File: config.mk
export PLATFORM = sky130hd
export DESIGN_NAME = irq_sense_enable_priority
export DESIGN_NICKNAME = d
export VERILOG_FILES = /design/src/pkg/irq_sense_pkg.sv /design/src/logic/pin_sense.sv /design/src/logic/irq_sense_enable_priority.sv
export SDC_FILE = /design/constraint.sdc
export NUM_CORES = 1
export LEC_CHECK = 0
export BUFFER_PORTS_ARGS = -buffer_cell sky130_fd_sc_hd__buf_4
export CAP_MARGIN = 20
export CORE_ASPECT_RATIO = 1.4
export CORE_UTILIZATION = 38
export DETAILED_ROUTE_END_ITERATION = 6
export PLACE_DENSITY = 0.6
export SYNTH_ARGS = -nofsm -noshare
export SYNTH_HDL_FRONTEND = slang
export SYNTH_HIERARCHICAL = 1
export SYNTH_SLANG_ARGS = --single-unit
export TNS_END_PERCENT = 100
File: constraint.sdc
create_clock -name sys_clk_in -period 2.1 [get_ports sys_clk_in]
set_input_delay 0.105 -clock sys_clk_in [delete_from_list [all_inputs] [get_ports sys_clk_in]]
set_output_delay 0.105 -clock sys_clk_in [all_outputs]
set_load 0.005 [all_outputs]
File: src/pkg/irq_sense_pkg.sv
// Constants, register map and carrier types of the external request sense block.
// Assumes a 32-bit AXI4-Lite register bus and eight active-low request pins.
package irq_sense_pkg;

   // ---------------------------------------------------------------
   // Sizes
   // ---------------------------------------------------------------
   localparam int NUM_PINS      = 8;
   localparam int ADDR_W        = 8;
   localparam int DATA_W        = 32;
   localparam int SENSE_W       = 2;
   localparam int PRIO_W        = 3;
   localparam int PRIO_STRIDE   = 4;
   localparam int PRIO_TOP_LSB  = 12;
   localparam int PINS_PER_PRIO = 4;

   // ---------------------------------------------------------------
   // Register offsets
   // ---------------------------------------------------------------
   localparam logic [ADDR_W-1:0] OFF_ENABLE = 8'h00;
   localparam logic [ADDR_W-1:0] OFF_SENSE  = 8'h04;
   localparam logic [ADDR_W-1:0] OFF_PRIO_A = 8'h08;
   localparam logic [ADDR_W-1:0] OFF_PRIO_B = 8'h0C;
   localparam logic [ADDR_W-1:0] OFF_FLAGS  = 8'h10;
   localparam logic [ADDR_W-1:0] OFF_MASK   = 8'h14;

   // ---------------------------------------------------------------
   // Reset values and field masks
   // ---------------------------------------------------------------
   localparam logic [7:0]  ENABLE_RESET    = 8'h00;
   localparam logic [15:0] SENSE_RESET     = 16'h0000;
   localparam logic [15:0] PRIO_RESET      = 16'h7777;
   localparam logic [15:0] PRIO_WRITE_MASK = 16'h7777;
   localparam logic [7:0]  FLAGS_RESET     = 8'h00;
   localparam logic [7:0]  MASK_RESET      = 8'h00;
   localparam logic        PIN_IDLE        = 1'h1;

   // ---------------------------------------------------------------
   // Bus answers
   // ---------------------------------------------------------------
   localparam logic [1:0] RESP_OKAY   = 2'h0;
   localparam logic [1:0] RESP_SLVERR = 2'h2;

   // ---------------------------------------------------------------
   // Types
   // ---------------------------------------------------------------
   typedef enum logic [1:0] {
      SENSE_LOW  = 2'b00,
      SENSE_FALL = 2'b01,
      SENSE_RISE = 2'b10,
      SENSE_BOTH = 2'b11
   } sense_mode_type;

   typedef struct packed {
      logic [NUM_PINS-1:0]        pending;
      logic [NUM_PINS*PRIO_W-1:0] levels;
   } cpu_req_type;

endpackage : irq_sense_pkg

File: src/logic/pin_sense.sv
// One request pin: three-stage synchroniser, filtered level and sense decode.
// Assumes the pin is asynchronous to sys_clk_in and idles high.
`timescale 1ns/100ps
module pin_sense (
   input  wire logic       sys_clk_in,
   input  wire logic       rst_n_in,
   input  wire logic       pin_in,
   input  wire logic [1:0] sense_in,
   output logic            event_out
);

   logic sync1;
   logic sync2;
   logic sync3;
   logic level;
   logic level_prev;

   // ---------------------------------------------------------------
   // Synchroniser and filtered level
   // ---------------------------------------------------------------
   always_ff @(posedge sys_clk_in) begin
      if (!rst_n_in) begin
         sync1 <= irq_sense_pkg::PIN_IDLE;
         sync2 <= irq_sense_pkg::PIN_IDLE;
         sync3 <= irq_sense_pkg::PIN_IDLE;
      end else begin
         sync1 <= pin_in;
         sync2 <= sync1;
         sync3 <= sync2;
      end
   end

   always_ff @(posedge sys_clk_in) begin
      if (!rst_n_in) begin
         level      <= irq_sense_pkg::PIN_IDLE;
         level_prev <= irq_sense_pkg::PIN_IDLE;
      end else begin
         if (sync2 == sync3) begin
            level <= sync3;
         end
         level_prev <= level;
      end
   end

   // ---------------------------------------------------------------
   // Sense decode
   // ---------------------------------------------------------------
   always_comb begin
      case (irq_sense_pkg::sense_mode_type'(sense_in))
         irq_sense_pkg::SENSE_LOW:  event_out = !level;
         irq_sense_pkg::SENSE_FALL: event_out = level_prev && !level;
         irq_sense_pkg::SENSE_RISE: event_out = !level_prev && level;
         irq_sense_pkg::SENSE_BOTH: event_out = level_prev != level;
         default:                   event_out = 1'b0;
      endcase
   end
endmodule : pin_sense

File: src/logic/irq_sense_enable_priority.sv
// Top of the external request block: AXI4-Lite registers, pin sensing, flags, interrupt.
// Assumes one clock sys_clk_in at 200 MHz and a synchronous active-low reset.
`timescale 1ns/100ps
module irq_sense_enable_priority (
   input  wire logic                               sys_clk_in,
   input  wire logic                               rst_n_in,
   input  wire logic [irq_sense_pkg::NUM_PINS-1:0] ext_request_pin_n_in,
   input  wire logic                               axi_awvalid_in,
   input  wire logic [irq_sense_pkg::ADDR_W-1:0]   axi_awaddr_in,
   input  wire logic [2:0]                         axi_awprot_in,
   output logic                                    axi_awready_out,
   input  wire logic                               axi_wvalid_in,
   input  wire logic [irq_sense_pkg::DATA_W-1:0]   axi_wdata_in,
   input  wire logic [3:0]                         axi_wstrb_in,
   output logic                                    axi_wready_out,
   output logic                                    axi_bvalid_out,
   output logic [1:0]                              axi_bresp_out,
   input  wire logic                               axi_bready_in,
   input  wire logic                               axi_arvalid_in,
   input  wire logic [irq_sense_pkg::ADDR_W-1:0]   axi_araddr_in,
   input  wire logic [2:0]                         axi_arprot_in,
   output logic                                    axi_arready_out,
   output logic                                    axi_rvalid_out,
   output logic [irq_sense_pkg::DATA_W-1:0]        axi_rdata_out,
   output logic [1:0]                              axi_rresp_out,
   input  wire logic                               axi_rready_in,
   output irq_sense_pkg::cpu_req_type              cpu_req_out,
   output logic                                    irq_out
);

   logic [7:0]                             irq_enable;
   logic [15:0]                            irq_sense_select;
   logic [15:0]                            prio_a;
   logic [15:0]                            prio_b;
   logic [7:0]                             irq_request_flags;
   logic [7:0]                             irq_mask;
   logic [irq_sense_pkg::NUM_PINS-1:0]     pin_event;
   logic                                   aw_full;
   logic [irq_sense_pkg::ADDR_W-1:0]       aw_addr;
   logic                                   w_full;
   logic [irq_sense_pkg::DATA_W-1:0]       w_data;
   logic [3:0]                             w_strb;
   logic                                   do_write;
   logic                                   b_done;
   logic                                   ar_take;
   logic                                   wr_hit;
   logic [irq_sense_pkg::DATA_W-1:0]       rd_word;
   logic                                   rd_hit;
   logic [7:0]                             flag_clear;
   logic [7:0]                             next_flags;
   logic [irq_sense_pkg::NUM_PINS*irq_sense_pkg::PRIO_W-1:0] next_levels;

   function automatic logic [15:0] merge16(input logic [15:0] cur,
                                           input logic [31:0] wd,
                                           input logic [3:0]  st);
      logic [15:0] res;
      res = cur;
      if (st[0]) begin
         res[7:0] = wd[7:0];
      end
      if (st[1]) begin
         res[15:8] = wd[15:8];
      end
      return res;
   endfunction : merge16

   // ---------------------------------------------------------------
   // Pin sensing
   // ---------------------------------------------------------------
   for (genvar p = 0; p < irq_sense_pkg::NUM_PINS; p++) begin : g_pin
      pin_sense u_sense (
         .sys_clk_in (sys_clk_in),
         .rst_n_in   (rst_n_in),
         .pin_in     (ext_request_pin_n_in[p]),
         .sense_in   (irq_sense_select[2*p +: 2]),
         .event_out  (pin_event[p])
      );
   end

   // ---------------------------------------------------------------
   // Write channel
   // ---------------------------------------------------------------
   assign do_write = aw_full && w_full && !axi_bvalid_out;
   assign b_done   = axi_bvalid_out && axi_bready_in;
   assign ar_take  = axi_arready_out && axi_arvalid_in;

   always_comb begin
      case (aw_addr)
         irq_sense_pkg::OFF_ENABLE,
         irq_sense_pkg::OFF_SENSE,
         irq_sense_pkg::OFF_PRIO_A,
         irq_sense_pkg::OFF_PRIO_B,
         irq_sense_pkg::OFF_FLAGS,
         irq_sense_pkg::OFF_MASK: wr_hit = 1'b1;
         default:                 wr_hit = 1'b0;
      endcase
   end

   always_ff @(posedge sys_clk_in) begin
      if (!rst_n_in) begin
         axi_awready_out <= 1'b0;
         aw_full         <= 1'b0;
         aw_addr         <= '0;
      end else begin
         if (axi_awready_out && axi_awvalid_in) begin
            aw_full         <= 1'b1;
            aw_addr         <= axi_awaddr_in;
            axi_awready_out <= 1'b0;
         end else if (!aw_full && !axi_bvalid_out) begin
            axi_awready_out <= 1'b1;
         end
         if (b_done) begin
            aw_full <= 1'b0;
         end
      end
   end

   always_ff @(posedge sys_clk_in) begin
      if (!rst_n_in) begin
         axi_wready_out <= 1'b0;
         w_full         <= 1'b0;
         w_data         <= '0;
         w_strb         <= '0;
      end else begin
         if (axi_wready_out && axi_wvalid_in) begin
            w_full         <= 1'b1;
            w_data         <= axi_wdata_in;
            w_strb         <= axi_wstrb_in;
            axi_wready_out <= 1'b0;
         end else if (!w_full && !axi_bvalid_out) begin
            axi_wready_out <= 1'b1;
         end
         if (b_done) begin
            w_full <= 1'b0;
         end
      end
   end

   always_ff @(posedge sys_clk_in) begin
      if (!rst_n_in) begin
         axi_bvalid_out <= 1'b0;
         axi_bresp_out  <= irq_sense_pkg::RESP_OKAY;
      end else if (do_write) begin
         axi_bvalid_out <= 1'b1;
         axi_bresp_out  <= wr_hit ? irq_sense_pkg::RESP_OKAY : irq_sense_pkg::RESP_SLVERR;
      end else if (b_done) begin
         axi_bvalid_out <= 1'b0;
      end
   end

   // ---------------------------------------------------------------
   // Configuration registers
   // ---------------------------------------------------------------
   always_ff @(posedge sys_clk_in) begin
      if (!rst_n_in) begin
         irq_enable <= irq_sense_pkg::ENABLE_RESET;
      end else if (do_write && aw_addr == irq_sense_pkg::OFF_ENABLE && w_strb[0]) begin
         irq_enable <= w_data[7:0];
      end
   end

   always_ff @(posedge sys_clk_in) begin
      if (!rst_n_in) begin
         irq_sense_select <= irq_sense_pkg::SENSE_RESET;
      end else if (do_write && aw_addr == irq_sense_pkg::OFF_SENSE) begin
         irq_sense_select <= merge16(irq_sense_select, w_data, w_strb);
      end
   end

   always_ff @(posedge sys_clk_in) begin
      if (!rst_n_in) begin
         prio_a <= irq_sense_pkg::PRIO_RESET;
         prio_b <= irq_sense_pkg::PRIO_RESET;
      end else if (do_write && aw_addr == irq_sense_pkg::OFF_PRIO_A) begin
         prio_a <= merge16(prio_a, w_data, w_strb) & irq_sense_pkg::PRIO_WRITE_MASK;
      end else if (do_write && aw_addr == irq_sense_pkg::OFF_PRIO_B) begin
         prio_b <= merge16(prio_b, w_data, w_strb) & irq_sense_pkg::PRIO_WRITE_MASK;
      end
   end

   always_ff @(posedge sys_clk_in) begin
      if (!rst_n_in) begin
         irq_mask <= irq_sense_pkg::MASK_RESET;
      end else if (do_write && aw_addr == irq_sense_pkg::OFF_MASK && w_strb[0]) begin
         irq_mask <= w_data[7:0];
      end
   end

   // ---------------------------------------------------------------
   // Request flags
   // ---------------------------------------------------------------
   always_comb begin
      flag_clear = '0;
      if (do_write && aw_addr == irq_sense_pkg::OFF_FLAGS && w_strb[0]) begin
         flag_clear = w_data[7:0];
      end
      next_flags = (irq_request_flags & ~flag_clear) | pin_event;
   end

   always_ff @(posedge sys_clk_in) begin
      if (!rst_n_in) begin
         irq_request_flags <= irq_sense_pkg::FLAGS_RESET;
      end else begin
         irq_request_flags <= next_flags;
      end
   end

   // ---------------------------------------------------------------
   // Requests to the CPU
   // ---------------------------------------------------------------
   always_comb begin
      next_levels = '0;
      for (int p = 0; p < irq_sense_pkg::NUM_PINS; p++) begin
         if (p < irq_sense_pkg::PINS_PER_PRIO) begin
            next_levels[p*irq_sense_pkg::PRIO_W +: irq_sense_pkg::PRIO_W] =
               prio_a[irq_sense_pkg::PRIO_TOP_LSB - irq_sense_pkg::PRIO_STRIDE*p
                      +: irq_sense_pkg::PRIO_W];
         end else begin
            next_levels[p*irq_sense_pkg::PRIO_W +: irq_sense_pkg::PRIO_W] =
               prio_b[irq_sense_pkg::PRIO_TOP_LSB
                      - irq_sense_pkg::PRIO_STRIDE*(p - irq_sense_pkg::PINS_PER_PRIO)
                      +: irq_sense_pkg::PRIO_W];
         end
      end
   end

   always_ff @(posedge sys_clk_in) begin
      if (!rst_n_in) begin
         cpu_req_out <= '0;
         irq_out     <= 1'b0;
      end else begin
         cpu_req_out.pending <= irq_request_flags & irq_enable;
         cpu_req_out.levels  <= next_levels;
         irq_out             <= |(irq_request_flags & irq_enable & irq_mask);
      end
   end

   // ---------------------------------------------------------------
   // Read channel
   // ---------------------------------------------------------------
   always_comb begin
      rd_hit  = 1'b1;
      rd_word = '0;
      case (axi_araddr_in)
         irq_sense_pkg::OFF_ENABLE: rd_word[7:0]  = irq_enable;
         irq_sense_pkg::OFF_SENSE:  rd_word[15:0] = irq_sense_select;
         irq_sense_pkg::OFF_PRIO_A: rd_word[15:0] = prio_a & irq_sense_pkg::PRIO_WRITE_MASK;
         irq_sense_pkg::OFF_PRIO_B: rd_word[15:0] = prio_b & irq_sense_pkg::PRIO_WRITE_MASK;
         irq_sense_pkg::OFF_FLAGS:  rd_word[7:0]  = irq_request_flags;
         irq_sense_pkg::OFF_MASK:   rd_word[7:0]  = irq_mask;
         default:                   rd_hit        = 1'b0;
      endcase
   end

   always_ff @(posedge sys_clk_in) begin
      if (!rst_n_in) begin
         axi_arready_out <= 1'b0;
         axi_rvalid_out  <= 1'b0;
         axi_rdata_out   <= '0;
         axi_rresp_out   <= irq_sense_pkg::RESP_OKAY;
      end else begin
         if (ar_take) begin
            axi_arready_out <= 1'b0;
            axi_rvalid_out  <= 1'b1;
            axi_rdata_out   <= rd_word;
            axi_rresp_out   <= rd_hit ? irq_sense_pkg::RESP_OKAY : irq_sense_pkg::RESP_SLVERR;
         end else if (axi_rvalid_out && axi_rready_in) begin
            axi_rvalid_out <= 1'b0;
         end else if (!axi_rvalid_out) begin
            axi_arready_out <= 1'b1;
         end
      end
   end
endmodule : irq_sense_enable_priority

==> results of run 1 <==
==> sequential cells by signal (all words and copies together) (netlist names), 2 cells and up <==
name and flops:
irq_sense_select 16, cpu_req_out 32, g_pin.u_sense/sync2 8, prio_a 12, irq_mask 8, g_pin.u_sense/level_prev 8
g_pin.u_sense/sync3 8, w_data 16, prio_b 12, aw_addr 8, axi_rdata_out 16, g_pin.u_sense/level 8
irq_request_flags 8, w_strb 2, irq_enable 8, g_pin.u_sense/sync1 8
==> stage by stage <==
step                 util  total power [uW]
finish              0.495              7240
global route        0.495              7530
CTS                 0.495              7320
detailed placement  0.440              4230
global placement    0.440              4230
floorplan               -              4040
==> placed cells by master, fill, tap and decap left out, drive strengths merged, types with 18 or more instances in the layout <==
master / instances
conb: 18
dfxtp: 188
mux2i: 34
inv: 49
nand3: 46
a21oi: 48
nand2b: 26
o21ai: 62
nor2: 61
nand2: 87
and2: 25
buf: 114
dlygate4sd3: 46
==> cell type report <==
class                   count  area, um^2
repair buffers            160        1330
inverters                  42         158
flip-flops and latches    188        3760
fillers                  1785        9430
multi-input cells         515        3130
clock buffers              17         425
clock inverters            15         131
well taps                 244         305
==> repair_timing <==
item                      4_1_cts  5_1_grt
hold buffers                   46        0
hold endpoints to repair       42        0
resized for setup               0        0
==> metal layers <==
layer | vias to the layer above | global-route usage
met3 | 27 | 0.0391
met5 | - | 0
met2 | 147 | 0.304
met1 | 2644 | 0.209
met4 | 0 | 0.0732
li1 | 2913 | -
==> worst min-delay path: stages <==
cell,delay [ns]
sky130_fd_sc_hd__buf_4,0.14
sky130_fd_sc_hd__a21oi_1,0.08
sky130_fd_sc_hd__nor2b_1,0.10
==> final timing paths <==
| kind | start | end | depth (start not counted) |
|---|---|---|---|
| worst min-delay path | axi_awvalid_in | aw_full | 3 |
| worst min register to register | g_pin[3].u_sense/sync1 | g_pin[3].u_sense/sync2 | 1 |
| worst max register to register | aw_addr[7] | prio_a[13] | 4 |
| worst max-delay path | aw_addr[7] | prio_a[13] | 4 |
==> power by group <==
part / internal [uW] / switching (uW)
clock network: 1560 / 1470
registers: 3650 / 54.9
logic: 259 / 251
total: 5460 / 1780
==> kinds of logic (layout without fill, tap and decap cells) <==
group,Yosys count,count (layout),synth area share
AND/OR/NAND/NOR,289,289,0.194
flip-flops,188,188,0.516
AO/OA/AOI/OAI,140,140,0.107
buffers and inverters,95,234,0.0632
multiplexers,52,52,0.0915
adder cells (fa/ha/maj),16,16,0.0275
other,1,18,0.000514
==> impl_metrics.json, run 1 <==
{
  "vias_per_cell": 4.85,
  "yosysTopAreaCellShare": 0.516,
  "number_of_warnings_reported_in_the_yosys_synthesis_log": 6,
  "setup_viol_count_final": 0,
  "clk_root_buffer_cell": "sky130_fd_sc_hd__clkbuf_16",
  "power.ir.vdd_worst_mv": 0.479,
  "critPathArrivalTime_ns": 2.34,
  "routed_met1_length_um": 7640,
  "syn_inst": 781,
  "cts_sink_cnt": 188,
  "count_of_antenna_violating_nets_left_after_detailed_routing": 0,
  "drt_wl_total_um": 17100,
  "cts_buffer_depth": 2,
  "ioPinCount": 147,
  "path_clk_slew_ns": 0.07,
  "synth-async-reset-ratio": 0,
  "number_of_placement_rows": 59,
  "hold_viol_final": 0,
  "worst_hold_slack_ns": 0.0385,
  "routed_len_inst_um": 14.5,
  "gr-total-overflow": 0,
  "synth.top_cells.by_area": "sky130_fd_sc_hd__dfxtp_1 52%, sky130_fd_sc_hd__mux2i_1 4.7%, sky130_fd_sc_hd__nand2_1 4.5%",
  "power_density_mw_per_mm2": 784,
  "worst_path_largest_cell_delay_ns": 0.55,
  "post-place-ws_ns": 0.133,
  "start_util": 0.390,
  "path_cells": "or4_4, nor3_4, and4b_1, mux2i_1",
  "critical_path_peak_fanout": 8,
  "globalRouteTotalUtil": 0.176,
  "place.detailed.instances": 1103,
  "route.vias.total": 5731,
  "synth.avg_cell_area_um2": 9.34,
  "synth-main-ff-cell": "sky130_fd_sc_hd__dfxtp_1",
  "max_slew_violations": 0,
  "yosysMostFrequentCell": "sky130_fd_sc_hd__dfxtp_1",
  "rsz_0062_raised_after_global_routing": "false",
  "grt_antenna_before_repair": 0,
  "post_synth_instance_area_mm2": 0.00729,
  "fp.coreArea_mm2": 0.0187,
  "synth_enable_flop_cells": 0,
  "first_global_vias": 5488,
  "final_net_count": 1013,
  "chipHeight_um": 166,
  "worst_hold_path_type": "in2reg",
  "cts_max_level": 4,
  "grt_max_degree": 130,
  "fp.dieW_um": 119,
  "layout_worst_path_cycle_share": 0.945,
  "io_buffers": 104,
  "final.setup.tns_ns": 0,
  "yosys.area.top_type": "sky130_fd_sc_hd__dfxtp_1",
  "synth_top_cells_by_count": "188 x sky130_fd_sc_hd__dfxtp_1, 87 x sky130_fd_sc_hd__nand2_1, 62 x sky130_fd_sc_hd__o21ai_0",
  "synth_cell_type_count": 45,
  "detailed_place_hpwl_um": 12000,
  "cp_data_required_time_ns": 2.45,
  "cp_slowest_cell": "sky130_fd_sc_hd__or4_4",
  "postCtsSetupRepairBufs": 0,
  "first_pass_grt_wire_length_um": 27500,
  "post_route_cells_drive_above_1_share": 0.191,
  "power.leakage_uw": 0.00380,
  "die-area_mm2": 0.0198,
  "met3_length_um": 697,
  "tritoncts": "built",
  "routability_congestion": 0.767,
  "highest-signal-layer": "met4",
  "timing.slew.headroom": 0.329,
  "yosysSeqAreaShare": 0.516,
  "n_antenna_cell": 0,
  "postLayoutCellArea_mm2": 0.00924,
  "post_route_drc_violation_count": 0,
  "timing.critical_path.max_delay_family": "simple AND/OR/NAND/NOR gates",
  "max_cap_viol_count": 0,
  "r2r_slack_ns": 0.12,
  "final_cell_count_no_fill": 1181,
  "detail_route.iter0.violations": 249,
  "endpoint_kind": "flop",
  "transition_time_at_the_pin_with_the_least_slew_margin_ns": 1.00,
  "crit_type": "reg2reg",
  "post_placement_cell_area_mm2": 0.00823,
  "cts_made_buffers": 17,
  "drt_pass1_iterations": 5,
  "final.min_clock_period_ns": 1.98,
  "fin_skew_ns": 0.00953,
  "wl_met2_um": 8320,
  "final_critical_path_setup_slack_ns": 0.116,
  "synth-seq-cells": 188,
  "layout-area-overhead-vs-synth_pct": 26.8,
  "timing.critical_path.buf_inv": 0,
  "outcome": "completed",
  "max_clock_freq_ghz": 0.504,
  "critical_path.startpoint_type": "flop",
  "worst_skew_pair.late_latency_ns": 0.42
}
Note: power is estimated with default switching activity, not from simulation.
==> run 2, diff against run 1 <==
Settings changed: BUFFER_PORTS_ARGS -buffer_cell sky130_fd_sc_hd__buf_4 to -buffer_cell sky130_fd_sc_hd__buf_2, SYNTH_HIERARCHICAL 1 to not set.
==> impl_metrics.json, run 2 <==
{
  "drt_wl_total_um": 16300,
  "endpoint_kind": "flop",
  "transition_time_at_the_pin_with_the_least_slew_margin_ns": 0.852,
  "path_clk_slew_ns": 0.07,
  "globalRouteTotalUtil": 0.169,
  "layout_worst_path_cycle_share": 0.842,
  "grt_antenna_before_repair": 0,
  "reg2reg_from": "aw_addr[1]",
  "fin_skew_ns": 0.00811,
  "number_of_placement_rows": 59,
  "regToRegEndpoint": "irq_enable[4]",
  "first_global_vias": 5221,
  "worst_skew_pair.late_latency_ns": 0.42,
  "filler_cell_count": 1785,
  "post_synth_instance_area_mm2": 0.00736,
  "die-area_mm2": 0.0199,
  "rr_worst_depth": 5,
  "highest-signal-layer": "met4",
  "final.setup.tns_ns": 0,
  "fp.coreArea_mm2": 0.0188,
  "power.ir.vdd_worst_mv": 0.495,
  "final_net_count": 996,
  "crit_type": "reg2reg",
  "synth-seq-cells": 188,
  "yosys.area.top_type": "sky130_fd_sc_hd__dfxtp_1",
  "ioPinCount": 147,
  "max_clock_freq_ghz": 0.565,
  "critical_path.startpoint_type": "flop",
  "min-delay-start": "axi_awvalid_in",
  "yosysTopAreaCellShare": 0.511,
  "timing.slew.headroom": 0.432,
  "start_util": 0.393,
  "post_cts_resized": 0,
  "syn_inst": 764,
  "n_antenna_cell": 0,
  "post_route_drc_violation_count": 0,
  "cts_sink_cnt": 188,
  "fp.dieW_um": 120,
  "worst_hold_path.num_cells": 3,
  "synth_cell_type_count": 44,
  "number_of_warnings_reported_in_the_yosys_synthesis_log": 0,
  "vias_per_cell": 4.77,
  "max_slew_violations": 0,
  "setup_viol_count_final": 0,
  "post_placement_cell_area_mm2": 0.00816,
  "synth-async-reset-ratio": 0,
  "r2r_slack_ns": 0.33,
  "max_cap_viol_count": 0,
  "final_core_util": 0.487,
  "grt_max_degree": 95,
  "largest_register_ffs": 32,
  "max_flop_register": "cpu_req_out",
  "critical_path_peak_fanout": 8,
  "power.leakage_uw": 0.00400,
  "tritoncts": "built",
  "synth-main-ff-cell": "sky130_fd_sc_hd__dfxtp_1",
  "gr-total-overflow": 0,
  "worst_hold_slack_ns": 0.0395,
  "power_density_mw_per_mm2": 812,
  "count_of_antenna_violating_nets_left_after_detailed_routing": 0,
  "clk_root_buffer_cell": "sky130_fd_sc_hd__clkbuf_16",
  "critPathArrivalTime_ns": 2.12,
  "synth_top_cells_by_count": "188 x sky130_fd_sc_hd__dfxtp_1, 124 x sky130_fd_sc_hd__nand2_1, 74 x sky130_fd_sc_hd__mux2i_1",
  "outcome": "completed",
  "cts_buffer_depth": 2,
  "final.min_clock_period_ns": 1.77,
  "detailed_place_hpwl_um": 11400,
  "yosysSeqAreaShare": 0.511,
  "hold_path_end": "aw_addr[7]",
  "routability_congestion": 0.750,
  "cts_max_level": 4,
  "synth.top_cells.by_area": "sky130_fd_sc_hd__dfxtp_1 51%, sky130_fd_sc_hd__mux2i_1 10%, sky130_fd_sc_hd__nand2_1 6.3%",
  "detail_route.iter0.violations": 305,
  "post_route_cells_drive_above_1_share": 0.189,
  "synth_enable_flop_cells": 0,
  "postLayoutCellArea_mm2": 0.00914,
  "cp_data_required_time_ns": 2.45,
  "drt_pass1_iterations": 4,
  "routed_len_inst_um": 14.0,
  "hold_viol_final": 0,
  "met3_length_um": 704,
  "route.vias.total": 5557,
  "layout-area-overhead-vs-synth_pct": 24.1,
  "chipHeight_um": 167,
  "routed_met1_length_um": 7530,
  "power.total_uw": 7420,
  "wl_met2_um": 7710,
  "cts_made_buffers": 17,
  "worst_hold_path_type": "in2reg",
  "first_pass_grt_wire_length_um": 26500,
  "io_buffers": 104,
  "most_frequent_standard_cell_in_the_layout_excluding_fill_and_tap_cells": "sky130_fd_sc_hd__dfxtp_1",
  "rsz_0062_raised_after_global_routing": "false",
  "final_cell_mix": "188 x sky130_fd_sc_hd__dfxtp_1, 124 x sky130_fd_sc_hd__nand2_1, 103 x sky130_fd_sc_hd__buf_2, 74 x sky130_fd_sc_hd__mux2i_1, 50 x sky130_fd_sc_hd__a21oi_1",
  "synth.avg_cell_area_um2": 9.64,
  "yosysMostFrequentCell": "sky130_fd_sc_hd__dfxtp_1"
}
[run 2: cell families (layout without fill, tap and decap cells)]
group	Yosys count	after routing	synth area share
AND/OR/NAND/NOR	270	270	0.184
flip-flops	188	188	0.511
AO/OA/AOI/OAI	132	132	0.114
multiplexers	82	82	0.116
buffers and inverters	75	214	0.0479
adder cells (fa/ha/maj)	16	16	0.0272
other	1	18	0.000509
[run 2: worst max-delay path, stage by stage, from the launching register on]
cell and delay, ns:
sky130_fd_sc_hd__dfxtp_1 0.33, sky130_fd_sc_hd__nor4_4 0.48, sky130_fd_sc_hd__nand2_2 0.20, sky130_fd_sc_hd__nor4_4 0.24, sky130_fd_sc_hd__buf_4 0.24, sky130_fd_sc_hd__mux2i_1 0.20
[run 2: layout make-up]
type / instances / area [um^2] / share of cell area
Inverter: 20 / 75.1 / 0.00821
Clock buffer: 19 / 443 / 0.0485
Tap cell: 244 / 305 / 0.0334
Timing Repair Buffer: 162 / 1080 / 0.118
Multi-Input combinational cell: 518 / 3310 / 0.362
Sequential cell: 188 / 3760 / 0.412
Clock inverter: 13 / 164 / 0.0179
[run 2: repair_timing]
action	in CTS	in global routing
hold buffers	37	0
buffers inserted	0	0
hold endpoints to repair	38	0
[run 2: worst max-delay path by stage]
| stage | startpoint | to | cells after the start |
|---|---|---|---|
| floorplan | aw_addr[1] | irq_enable[0] | 4 |
| global placement | aw_addr[1] | irq_enable[6] | 5 |
| detailed placement | aw_addr[1] | irq_enable[1] | 5 |
| CTS | aw_addr[1] | irq_enable[4] | 5 |
| global route | aw_addr[1] | irq_enable[2] | 5 |
| finish | aw_addr[1] | irq_enable[4] | 5 |
[run 2: where the power goes]
group / internal [uW] / switching (uW) / leakage [uW]
clock network: 1910 / 1370 / 0.000294
logic: 205 / 227 / 0.00217
registers: 3650 / 60.2 / 0.00153
total: 5770 / 1660 / 0.00400
[run 2: through the flow]
stage	worst slack [ns]	cells
floorplan	0.377	781
CTS	0.289	1164
global route	0.189	1164
global placement	0.336	1095
finish	0.332	1164
detailed placement	0.307	1095
[run 2: per-layer routing]
layer / up-vias / track usage
met4: 0 / 0.0728
met1: 2539 / 0.205
met5: - / 0
met2: 129 / 0.284
met3: 24 / 0.0356
li1: 2865 / -
